<file path="src/include/tcm_pkg.sv">
// Constants and carrier types of the 16-bit compare-output timer
package tcm_pkg;
	localparam logic [3:0]  WGM_NORMAL   = 4'h0;
	localparam logic [3:0]  WGM_CTC_A    = 4'h4;
	localparam logic [3:0]  WGM_CTC_CAP  = 4'hC;
	localparam logic [1:0]  COM_OFF      = 2'h0;
	localparam logic [1:0]  COM_TOGGLE   = 2'h1;
	localparam logic [1:0]  COM_CLEAR    = 2'h2;
	localparam logic [1:0]  COM_SET      = 2'h3;
	localparam logic [15:0] CNT_MAX      = 16'hFFFF;
	localparam logic [15:0] CNT_BOTTOM   = 16'h0000;
	localparam logic [1:0]  OC_RESET     = 2'h0;
	localparam logic [2:0]  SEL_STOP     = 3'h0;
	localparam logic [2:0]  SEL_DIV1     = 3'h1;
	localparam logic [2:0]  SEL_DIV8     = 3'h2;
	localparam logic [2:0]  SEL_DIV64    = 3'h3;
	localparam logic [2:0]  SEL_DIV256   = 3'h4;
	localparam logic [2:0]  SEL_DIV1024  = 3'h5;
	localparam logic [9:0]  PRE_MASK8    = 10'h007;
	localparam logic [9:0]  PRE_MASK64   = 10'h03F;
	localparam logic [9:0]  PRE_MASK256  = 10'h0FF;
	localparam logic [9:0]  PRE_MASK1024 = 10'h3FF;
	localparam logic [9:0]  PRE_RESET    = 10'h000;

	// Mode settings, all from same-clock control registers
	typedef struct packed {
		logic [2:0] clk_sel;
		logic [3:0] waveform_generation_field;
		logic [1:0] channel_b_output_mode_field;
		logic [1:0] channel_a_output_mode_field;
	} tcm_ctl_t;

	// Flags: capture, compare B, compare A, overflow
	typedef struct packed {
		logic       capture_flag;
		logic [1:0] channel_compare_flag;
		logic       overflow_flag;
	} tcm_flags_t;

	typedef struct packed {
		logic [9:0]  pre;
		logic [15:0] counter_value;
		logic        block;
		logic [1:0]  output_compare_state;
		tcm_flags_t  flags;
		logic [1:0]  pin;
		logic [1:0]  pin_oe_n;
	} tcm_state_t;
endpackage

</file>
<file path="src/core/tcm_timer.sv">
// Timer/counter core: normal and clear-on-compare modes with compare outputs
`timescale 1ns/1ns

// Operation
// [RULE_01] Mode field picks match action on output state and the pin source.
// [RULE_02] Reset clears every channel's output compare state to zero.
// [RULE_03] Nonzero mode field makes output state replace port data on pin.
// [RULE_04] Direction bit still drives pin direction; software must set output first.
// [RULE_05] Output state may be set while the pin is still an input.
// [RULE_06] Mode field has no effect on the capture unit.
// [RULE_07] Mode value zero leaves output state unchanged at a match.
// [RULE_08] New mode acts at next match; force strobe applies action now.
// [RULE_09] Counting depends only on waveform field, never on mode field.
// [RULE_10] Non-PWM: set, clear or toggle; PWM: inverted or non-inverted output (in PWM modes the code leaves the state unchanged).
// [RULE_11] Waveform mode 0 counts up only and wraps FFFF to 0000.
// [RULE_12] Normal mode sets overflow flag as counter becomes zero; service clears.
// [RULE_13] Counter may be written at any time in normal mode.
// [RULE_14] Clear-on-compare clears on compare A (mode 4) or capture (mode 12).
// [RULE_15] Reaching top sets compare A flag or capture flag respectively.
// [RULE_16] Top is not double buffered; top below count means wrap first.
// [RULE_17] Channel A mode 1 toggles output on every match.
// [RULE_18] Toggle rate is clock over 2*N*(1+top), N from 1,8,64,256,1024.
// [RULE_19] Clear-on-compare sets overflow when count passes MAX to zero.
// [RULE_20] Compare flag sets one timer tick after counter equals compare.
// [RULE_21] Force updates output state but sets no flag, leaves counter.
// [RULE_22] Counter write blocks compare matches in the following timer tick.
// [RULE_23] Counting, flag setting and match actions happen only on prescaled enable cycles.
// [RULE_24] Top clear beats increment; output action evaluated before clearing.
module tcm_timer (
	// Clock and reset
	input  wire logic                  CLOCK_IN,
	input  wire logic                  NRST_IN,
	// Mode control
	input  wire tcm_pkg::tcm_ctl_t     CTL_IN,
	input  wire logic [15:0]           COMPARE_A_IN,
	input  wire logic [15:0]           COMPARE_B_IN,
	input  wire logic [15:0]           CAPTURE_IN,
	// Counter write and force strobes
	input  wire logic                  COUNT_WR_IN,
	input  wire logic [15:0]           COUNT_DATA_IN,
	input  wire logic [1:0]            FORCE_IN,
	// Flag clears from interrupt service
	input  wire tcm_pkg::tcm_flags_t   FLAG_CLEAR_IN,
	// Port register bits of both compare pins
	input  wire logic [1:0]            PORT_DATA_IN,
	input  wire logic [1:0]            PIN_DIR_IN,
	// Status
	output logic [15:0]                COUNT_OUT,
	output tcm_pkg::tcm_flags_t        FLAGS_OUT,
	output logic [1:0]                 STATE_OUT,
	// Compare pins
	output logic [1:0]                 PIN_OUT,
	output logic [1:0]                 PIN_OE_N_OUT
);

	////////////////////////////////////////////////////////////////////////////
	function automatic logic is_non_pwm(input logic [3:0] wgm);
		is_non_pwm = (wgm == tcm_pkg::WGM_NORMAL) || (wgm == tcm_pkg::WGM_CTC_A)
			|| (wgm == tcm_pkg::WGM_CTC_CAP);
	endfunction

	function automatic logic apply_action(input logic cur, input logic [1:0] com);
		case (com)
			tcm_pkg::COM_TOGGLE: apply_action = ~cur;
			tcm_pkg::COM_CLEAR:  apply_action = 1'b0;
			tcm_pkg::COM_SET:    apply_action = 1'b1;
			default:             apply_action = cur;
		endcase
	endfunction

	////////////////////////////////////////////////////////////////////////////
	tcm_pkg::tcm_state_t st;
	tcm_pkg::tcm_state_t next_st;
	logic                tick;
	logic [1:0]          match;
	logic                top_match;
	logic                non_pwm;
	logic [1:0]          com [2];
	logic [15:0]         cmp [2];

	assign com[0]  = CTL_IN.channel_a_output_mode_field;
	assign com[1]  = CTL_IN.channel_b_output_mode_field;
	assign cmp[0]  = COMPARE_A_IN;
	assign cmp[1]  = COMPARE_B_IN;
	assign non_pwm = is_non_pwm(CTL_IN.waveform_generation_field);

	// [RULE_18] prescaler divide factor
	always_comb begin
		if (CTL_IN.clk_sel == tcm_pkg::SEL_DIV1) begin
			tick = 1'b1;
		end else if (CTL_IN.clk_sel == tcm_pkg::SEL_DIV8) begin
			tick = (st.pre & tcm_pkg::PRE_MASK8) == tcm_pkg::PRE_MASK8;
		end else if (CTL_IN.clk_sel == tcm_pkg::SEL_DIV64) begin
			tick = (st.pre & tcm_pkg::PRE_MASK64) == tcm_pkg::PRE_MASK64;
		end else if (CTL_IN.clk_sel == tcm_pkg::SEL_DIV256) begin
			tick = (st.pre & tcm_pkg::PRE_MASK256) == tcm_pkg::PRE_MASK256;
		end else if (CTL_IN.clk_sel == tcm_pkg::SEL_DIV1024) begin
			tick = st.pre == tcm_pkg::PRE_MASK1024;
		end else begin
			tick = 1'b0;
		end
	end

	// [RULE_20] match seen on the tick during equality, flag set at the next edge, [RULE_22] unless blocked
	genvar g;
	generate
		for (g = 0; g < 2; g++) begin : gen_match
			assign match[g] = tick && !st.block && (st.counter_value == cmp[g]);
		end
	endgenerate

	// [RULE_14] top source chosen by waveform field only
	// [RULE_06] [RULE_09] mode fields never reach counting
	always_comb begin
		if (CTL_IN.waveform_generation_field == tcm_pkg::WGM_CTC_A) begin
			top_match = match[0];
		end else if (CTL_IN.waveform_generation_field == tcm_pkg::WGM_CTC_CAP) begin
			top_match = tick && !st.block && (st.counter_value == CAPTURE_IN);
		end else begin
			top_match = 1'b0;
		end
	end

	////////////////////////////////////////////////////////////////////////////
	always_comb begin
		next_st = st;
		next_st.pre = (CTL_IN.clk_sel == tcm_pkg::SEL_STOP) ? tcm_pkg::PRE_RESET : st.pre + 10'h001;
		// [RULE_22] block lasts until the next timer tick
		if (tick) begin
			next_st.block = 1'b0;
		end
		// [RULE_11] count up and wrap; [RULE_24] top clear wins; [RULE_16] missed top wraps
		// [RULE_23] counter moves on enabled ticks only
		if (tick) begin
			if (top_match) begin
				next_st.counter_value = tcm_pkg::CNT_BOTTOM;
			end else begin
				next_st.counter_value = st.counter_value + 16'h0001;
			end
		end
		// [RULE_13] counter write at any time
		if (COUNT_WR_IN) begin
			next_st.counter_value = COUNT_DATA_IN;
			next_st.block = 1'b1;
		end
		// Service clears first so a same-cycle set wins
		next_st.flags = st.flags & ~FLAG_CLEAR_IN;
		// [RULE_12] overflow as the counter passes MAX
		// [RULE_19] same wrap rule in clear-on-compare
		if (tick && !top_match && st.counter_value == tcm_pkg::CNT_MAX) begin
			next_st.flags.overflow_flag = 1'b1;
		end
		// [RULE_15] top of mode 12 sets the capture flag
		if (top_match && CTL_IN.waveform_generation_field == tcm_pkg::WGM_CTC_CAP) begin
			next_st.flags.capture_flag = 1'b1;
		end
		for (int i = 0; i < 2; i++) begin
			// [RULE_20] compare flag on match
			if (match[i]) begin
				next_st.flags.channel_compare_flag[i] = 1'b1;
			end
			// [RULE_10] set, clear or toggle at a match; [RULE_07] zero holds
			// [RULE_17] toggle code flips state
			if (non_pwm && match[i]) begin
				next_st.output_compare_state[i] = apply_action(st.output_compare_state[i], com[i]);
			end
			// [RULE_21] force acts on state only
			// [RULE_08] mode change acts now via force
			if (non_pwm && FORCE_IN[i]) begin
				next_st.output_compare_state[i] = apply_action(st.output_compare_state[i], com[i]);
			end
			// [RULE_03] override of port data
			// [RULE_01] mode field picks pin source
			next_st.pin[i] = (com[i] != tcm_pkg::COM_OFF) ? next_st.output_compare_state[i] : PORT_DATA_IN[i];
			// [RULE_04] direction stays with the direction bit
			// [RULE_05] state settable while pin is input
			next_st.pin_oe_n[i] = ~PIN_DIR_IN[i];
		end
	end

	// [RULE_02] reset clears output states
	always_ff @(posedge CLOCK_IN) begin
		if (!NRST_IN) begin
			st <= '{pre: tcm_pkg::PRE_RESET, counter_value: tcm_pkg::CNT_BOTTOM, block: 1'b0,
				output_compare_state: tcm_pkg::OC_RESET, flags: '0, pin: 2'h0, pin_oe_n: 2'h3};
		end else begin
			st <= next_st;
		end
	end

	assign COUNT_OUT    = st.counter_value;
	assign FLAGS_OUT    = st.flags;
	assign STATE_OUT    = st.output_compare_state;
	assign PIN_OUT      = st.pin;
	assign PIN_OE_N_OUT = st.pin_oe_n;

	////////////////////////////////////////////////////////////////////////////
	a_reset_clears_state: assert property (@(posedge CLOCK_IN) // [RULE_02]
		!NRST_IN |=> STATE_OUT == tcm_pkg::OC_RESET)
		else $error("output state not cleared by reset");

	a_normal_wrap_ovf: assert property (@(posedge CLOCK_IN) disable iff (!NRST_IN) // [RULE_12]
		tick && !COUNT_WR_IN && !top_match && COUNT_OUT == tcm_pkg::CNT_MAX
		|=> COUNT_OUT == tcm_pkg::CNT_BOTTOM && FLAGS_OUT.overflow_flag)
		else $error("wrap did not set overflow");

	a_ctc_clear_top: assert property (@(posedge CLOCK_IN) disable iff (!NRST_IN) // [RULE_14]
		CTL_IN.waveform_generation_field == tcm_pkg::WGM_CTC_A && tick && !st.block && !COUNT_WR_IN
		&& COUNT_OUT == COMPARE_A_IN |=> COUNT_OUT == tcm_pkg::CNT_BOTTOM && FLAGS_OUT.channel_compare_flag[0])
		else $error("top match did not clear counter");

	a_capture_top_flag: assert property (@(posedge CLOCK_IN) disable iff (!NRST_IN) // [RULE_15]
		CTL_IN.waveform_generation_field == tcm_pkg::WGM_CTC_CAP && tick && !st.block && !COUNT_WR_IN
		&& COUNT_OUT == CAPTURE_IN |=> FLAGS_OUT.capture_flag && COUNT_OUT == tcm_pkg::CNT_BOTTOM)
		else $error("capture top did not set capture flag");

	a_write_blocks_match: assert property (@(posedge CLOCK_IN) disable iff (!NRST_IN) // [RULE_22]
		st.block && tick && FORCE_IN == 2'h0 |=> $stable(STATE_OUT))
		else $error("match not blocked after counter write");

	a_zero_mode_holds: assert property (@(posedge CLOCK_IN) disable iff (!NRST_IN) // [RULE_07]
		CTL_IN.channel_a_output_mode_field == tcm_pkg::COM_OFF |=> STATE_OUT[0] == $past(STATE_OUT[0]))
		else $error("mode zero changed output state");

	a_force_toggles_only: assert property (@(posedge CLOCK_IN) disable iff (!NRST_IN) // [RULE_21]
		FORCE_IN[0] && non_pwm && !tick && !COUNT_WR_IN && !FLAGS_OUT.channel_compare_flag[0]
		&& CTL_IN.channel_a_output_mode_field == tcm_pkg::COM_TOGGLE
		|=> STATE_OUT[0] != $past(STATE_OUT[0]) && !FLAGS_OUT.channel_compare_flag[0] && $stable(COUNT_OUT))
		else $error("force misbehaved");

	a_pin_override: assert property (@(posedge CLOCK_IN) disable iff (!NRST_IN) // [RULE_03]
		CTL_IN.channel_a_output_mode_field != tcm_pkg::COM_OFF |=> PIN_OUT[0] == STATE_OUT[0])
		else $error("pin not driven by output state");

	a_dir_controls_oe: assert property (@(posedge CLOCK_IN) disable iff (!NRST_IN) // [RULE_04]
		PIN_DIR_IN[0] |=> !PIN_OE_N_OUT[0])
		else $error("direction bit ignored");

	a_count_on_tick: assert property (@(posedge CLOCK_IN) disable iff (!NRST_IN) // [RULE_23]
		!tick && !COUNT_WR_IN |=> $stable(COUNT_OUT))
		else $error("counter moved without tick");

	a_compare_b_flag: assert property (@(posedge CLOCK_IN) disable iff (!NRST_IN) // [RULE_20]
		tick && !st.block && !COUNT_WR_IN && COUNT_OUT == COMPARE_B_IN
		|=> FLAGS_OUT.channel_compare_flag[1])
		else $error("compare B match did not set flag");

	a_ctc_overflow: assert property (@(posedge CLOCK_IN) disable iff (!NRST_IN) // [RULE_19]
		CTL_IN.waveform_generation_field == tcm_pkg::WGM_CTC_A && tick && !COUNT_WR_IN && !top_match
		&& COUNT_OUT == tcm_pkg::CNT_MAX |=> FLAGS_OUT.overflow_flag)
		else $error("clear-on-compare wrap did not set overflow");

	a_top_clear_only: assert property (@(posedge CLOCK_IN) disable iff (!NRST_IN) // [RULE_24]
		top_match && !COUNT_WR_IN && !FLAGS_OUT.overflow_flag
		|=> COUNT_OUT == tcm_pkg::CNT_BOTTOM && !FLAGS_OUT.overflow_flag)
		else $error("top clear wrong");

	a_toggle_on_match: assert property (@(posedge CLOCK_IN) disable iff (!NRST_IN) // [RULE_17]
		match[0] && non_pwm && !FORCE_IN[0] && CTL_IN.channel_a_output_mode_field == tcm_pkg::COM_TOGGLE
		|=> STATE_OUT[0] != $past(STATE_OUT[0]))
		else $error("match did not toggle state");

	a_force_sets: assert property (@(posedge CLOCK_IN) disable iff (!NRST_IN) // [RULE_08]
		FORCE_IN[0] && non_pwm && CTL_IN.channel_a_output_mode_field == tcm_pkg::COM_SET |=> STATE_OUT[0])
		else $error("force did not set state");

	a_force_clears: assert property (@(posedge CLOCK_IN) disable iff (!NRST_IN) // [RULE_10]
		FORCE_IN[0] && non_pwm && CTL_IN.channel_a_output_mode_field == tcm_pkg::COM_CLEAR |=> !STATE_OUT[0])
		else $error("force did not clear state");

	a_pwm_no_action: assert property (@(posedge CLOCK_IN) disable iff (!NRST_IN) // [RULE_10]
		!non_pwm |=> $stable(STATE_OUT))
		else $error("state changed outside non-PWM modes");

	a_port_passthrough: assert property (@(posedge CLOCK_IN) disable iff (!NRST_IN) // [RULE_01]
		CTL_IN.channel_a_output_mode_field == tcm_pkg::COM_OFF |=> PIN_OUT[0] == $past(PORT_DATA_IN[0]))
		else $error("pin not driven by port data");

	a_write_loads: assert property (@(posedge CLOCK_IN) disable iff (!NRST_IN) // [RULE_13]
		COUNT_WR_IN |=> COUNT_OUT == $past(COUNT_DATA_IN))
		else $error("counter write lost");

	a_normal_no_clear: assert property (@(posedge CLOCK_IN) disable iff (!NRST_IN) // [RULE_11]
		CTL_IN.waveform_generation_field == tcm_pkg::WGM_NORMAL && tick && !COUNT_WR_IN
		|=> COUNT_OUT == $past(COUNT_OUT) + 16'h0001)
		else $error("normal mode did not count up");

	a_pin_oe_input: assert property (@(posedge CLOCK_IN) disable iff (!NRST_IN) // [RULE_05]
		!PIN_DIR_IN[0] |=> PIN_OE_N_OUT[0])
		else $error("pin driven while input");

	c_ctc_top: cover property (@(posedge CLOCK_IN) disable iff (!NRST_IN) top_match ##[1:16] top_match);
	c_overflow: cover property (@(posedge CLOCK_IN) disable iff (!NRST_IN) $rose(FLAGS_OUT.overflow_flag));
	c_force: cover property (@(posedge CLOCK_IN) disable iff (!NRST_IN) FORCE_IN[0] && non_pwm);
	c_blocked: cover property (@(posedge CLOCK_IN) disable iff (!NRST_IN)
		st.block && tick && COUNT_OUT == COMPARE_A_IN);

endmodule

</file>
<file path="config.mk">
export PLATFORM = sky130hd
export DESIGN_NAME = tcm_timer
export DESIGN_NICKNAME = d
export VERILOG_FILES = /design/src/include/tcm_pkg.sv /design/src/core/tcm_timer.sv
export SDC_FILE = /design/constraint.sdc
export NUM_CORES = 1
export LEC_CHECK = 0
export ABC_CLOCK_PERIOD_IN_PS = 5530
export BUFFER_PORTS_ARGS = -buffer_cell sky130_fd_sc_hd__buf_2
export CAP_MARGIN = 20
export CORE_MARGIN = 5
export CORE_UTILIZATION = 53
export CTS_CLUSTER_SIZE = 16
export DETAILED_ROUTE_END_ITERATION = 8
export PLACE_DENSITY = 0.94
export SLEW_MARGIN = 20
export SYNTH_ARGS = -nofsm -noshare
export SYNTH_HDL_FRONTEND = slang
export SYNTH_SLANG_ARGS = --single-unit
</file>
<file path="constraint.sdc">
create_clock -name CLOCK_IN -period 5.53 [get_ports CLOCK_IN]
set_input_delay 0.553 -clock CLOCK_IN [delete_from_list [all_inputs] [get_ports CLOCK_IN]]
set_output_delay 0.553 -clock CLOCK_IN [all_outputs]
set_load 0.005 [all_outputs]
</file>
==> flow_summary.yaml <==
status:
  outcome: "complete, no violations"
pwr:
  vdd_ir_drop_max_mv: 0.157
  p_per_area_mw_per_mm2: 192
  power_uw: 630
  power.leakage_nw: 1.44
layout:
  finalNetCount: 503
  drive_gt1_share_pct: 34.6
  nFillCells: 472
  n_antenna_cell: 0
  syn2layout_area_growth_pct: 12.9
yosys:
  syn_nets: 434
  ys_dominant_reg_cell: "dfxtp_1"
  ys_seq_area_share_pct: 25.5
  synth_edf_count: 0
  synth_area_per_cell_sq_um: 8.46
  synth_seq_cells: 37
  ys_warn_count: 0
  syn_area_sq_mm: 0.00290
  synth.distinct_cells: 55
  netlist_instances: 343
  async_flop_share_pct: 0
clock_tree:
  cts_tree: "built"
  clk_pin_slew_ns: 0.08
  cts-resized-gates: 0
  clock_latency_ns: 0.29
  clockBufferDepth: 2
  root_buffer: "clkbuf_8"
  h-tree-depth: 2
  cts-hold-fix-buffers: 0
  cts_made_buffers: 5
  post_cts_buffers: 0
  cts_num_sinks: 37
critical_path:
  worst-path-max-fanout: 11
  path_class: "flip-flop to flip-flop"
  rr_worst_depth: 6
  cpPeakStageDelay_ns: 0.54
  ff2ff_setup_slack_ns: 3.07
  cp-start-kind: "flip-flop"
  cp.arrival_ns: 2.62
  cp_slowest_cell: "dfxtp_1"
  crit_required_ns: 5.69
  path_cells: "xor2_1 -> nor4_1 -> nand4_1 -> o32a_4 -> nor2_4 -> o31ai_1"
  r2r-start: "COUNT_OUT[1]$_SDFFE_PN0P_"
  end_kind: "flip-flop"
  rr_endpoint: "COUNT_OUT[15]$_SDFFE_PN0P_"
timing:
  setup_ws_ns: 3.07
  period_share_pct: 44.5
  slew_violations: 0
  hold_viol: 0
  period_needed_ns: 2.46
  tightestPinTransition_ns: 0.837
  max_freq_mhz: 407
  grt_setup_unrepaired: "false"
  setup_viol: 0
  relSlewSlack_pct: 44.0
  tns_ns: 0
  clock_skew_ns: 0.00528
min_path:
  hold_path_class: "input port to flip-flop"
  hold_depth: 2
  hold_path_end: "PIN_OE_N_OUT[0]$_SDFF_PN1_"
  worstHoldStart: "PIN_DIR_IN[0]"
route:
  via_per_inst: 5.73
  drt_iter0_drc: 271
  ant_nets: 0
  num_vias: 2779
  wl_microns: 8170
  route.detailed.drc: 0
  wire_per_inst_microns: 16.8
  drt_pass1_iterations: 6
grt:
  grt_overflow: 0
  first_global_vias: 2795
  grt_pass1_wl_microns: 13100
  grt_usage_pct: 23.0
  grt_max_degree: 30
  antenna_found_initial: 0
placement:
  dp_hpwl_microns: 6530
  io_buffers: 113
  dp_slack_ns: 2.93
  place.gp.congestion: 0.928
floorplanning:
  io_pins: 114
  start_util_pct: 53.7
  dieArea_sq_mm: 0.00706
  core_sq_mm: 0.00541
  core.rowCount: 27
  dieWidth_microns: 84.0
  die_h_microns: 84.0
flow_run:
  max-cap-violations: 0
cells by family (layout without fill, tap and decap cells):
kind of cell / after synthesis / after routing / synth area share, %
simple gates: 119 / 119 / 23.6
xor+xnor: 65 / 65 / 19.6
buf+inv: 61 / 131 / 13.8
compound gates: 58 / 58 / 16.2
flops: 37 / 37 / 25.5
fa+ha+maj: 3 / 3 / 1.29
cell usage after synthesis, drive strengths merged, types with 3 or more instances:
| library cell | n | area, sq um |
|---|---|---|
| nor4 | 9 | 68.8 |
| nand3 | 21 | 105 |
| nand2b | 6 | 40.0 |
| nand2 | 13 | 48.8 |
| xnor2 | 20 | 175 |
| and2 | 3 | 18.8 |
| buf | 42 | 329 |
| nor2b | 3 | 18.8 |
| nand4 | 14 | 87.6 |
| inv | 10 | 37.5 |
| dfxtp | 37 | 741 |
| a21oi | 13 | 65.1 |
| and3 | 7 | 45.1 |
| o31ai | 14 | 170 |
| xor2 | 45 | 394 |
| a21boi | 4 | 30.0 |
| o21ai | 9 | 45.0 |
| ha | 3 | 37.5 |
| clkbuf | 9 | 33.8 |
| nor2 | 20 | 82.6 |
| nor3 | 7 | 40.0 |
| or3 | 5 | 31.3 |
per-stage QoR:
stage	hold WS [ns]	std cells	area, sq um	utilization, %
6_report	0.409	485	3280	60.6
5_1_grt	0.426	485	3280	60.6
4_1_cts	0.403	485	3280	60.6
3_5_place_dp	0.448	477	3200	59.1
3_3_place_gp	0.430	477	3200	59.1
2_1_floorplan	0.418	343	2900	-
metal layers:
| metal | part of all wire (%) | GRT usage, % |
|---|---|---|
| met1 | 39 | 26.0 |
| met2 | 48 | 40.7 |
| met3 | 9.4 | 5.92 |
| met4 | 3.6 | 9.94 |
| met5 | 0 | 0 |
worst max path at each step:
stage	start	endpoint	depth (start not counted)
finish	COUNT_OUT[1]$_SDFFE_PN0P_	COUNT_OUT[15]$_SDFFE_PN0P_	6
global route	COUNT_OUT[6]$_SDFFE_PN0P_	COUNT_OUT[11]$_SDFFE_PN0P_	6
CTS	COUNT_OUT[6]$_SDFFE_PN0P_	COUNT_OUT[14]$_SDFFE_PN0P_	6
detailed placement	COMPARE_A_IN[6]	COUNT_OUT[15]$_SDFFE_PN0P_	7
global placement	COMPARE_A_IN[6]	COUNT_OUT[15]$_SDFFE_PN0P_	7
floorplan	CTL_IN[5]	COUNT_OUT[11]$_SDFFE_PN0P_	7
sequential cells by signal, indices dropped and copies added (netlist names):
signal        flops
PIN_OUT           2
st               11
PIN_OE_N_OUT      2
COUNT_OUT        16
FLAGS_OUT         4
STATE_OUT         2
layout make-up:
type,count,area [sq um],share of cell area (%)
multi-input combinational,245,1760,53.7
sequential,37,741,22.6
timing repair buffer,113,566,17.3
tap,72,90.1,2.75
clock buffer,6,72.6,2.21
inverter,10,37.5,1.15
clock inverter,2,10.0,0.305
placed cells by master, fill, tap and decap left out, types with 7 or more instances in the layout:
| master | count |
|---|---|
| nand2_1 | 13 |
| nand3_1 | 21 |
| nor4_1 | 7 |
| inv_1 | 10 |
| buf_2 | 113 |
| a21oi_1 | 13 |
| nor2_1 | 19 |
| o21ai_0 | 8 |
| dfxtp_1 | 37 |
| xor2_1 | 45 |
| nand4_1 | 14 |
| o31ai_2 | 13 |
| xnor2_1 | 20 |
report_power, final:
group / internal (mW) / switching (mW) / total (mW)
Combinational: 0.0687 / 0.0682 / 0.137
Sequential: 0.279 / 0.0271 / 0.306
Clock: 0.0874 / 0.100 / 0.187
critical path: cells and delay by family, from the launching register on:
kind | cells | cell delay (ns)
and+or+nand+nor | 3 | 1.09
xor gates and xnor gates | 1 | 0.12
AOI/OAI and AO/OA | 2 | 0.57
DFF | 1 | 0.54
Power figures use the tool's default switching activity.
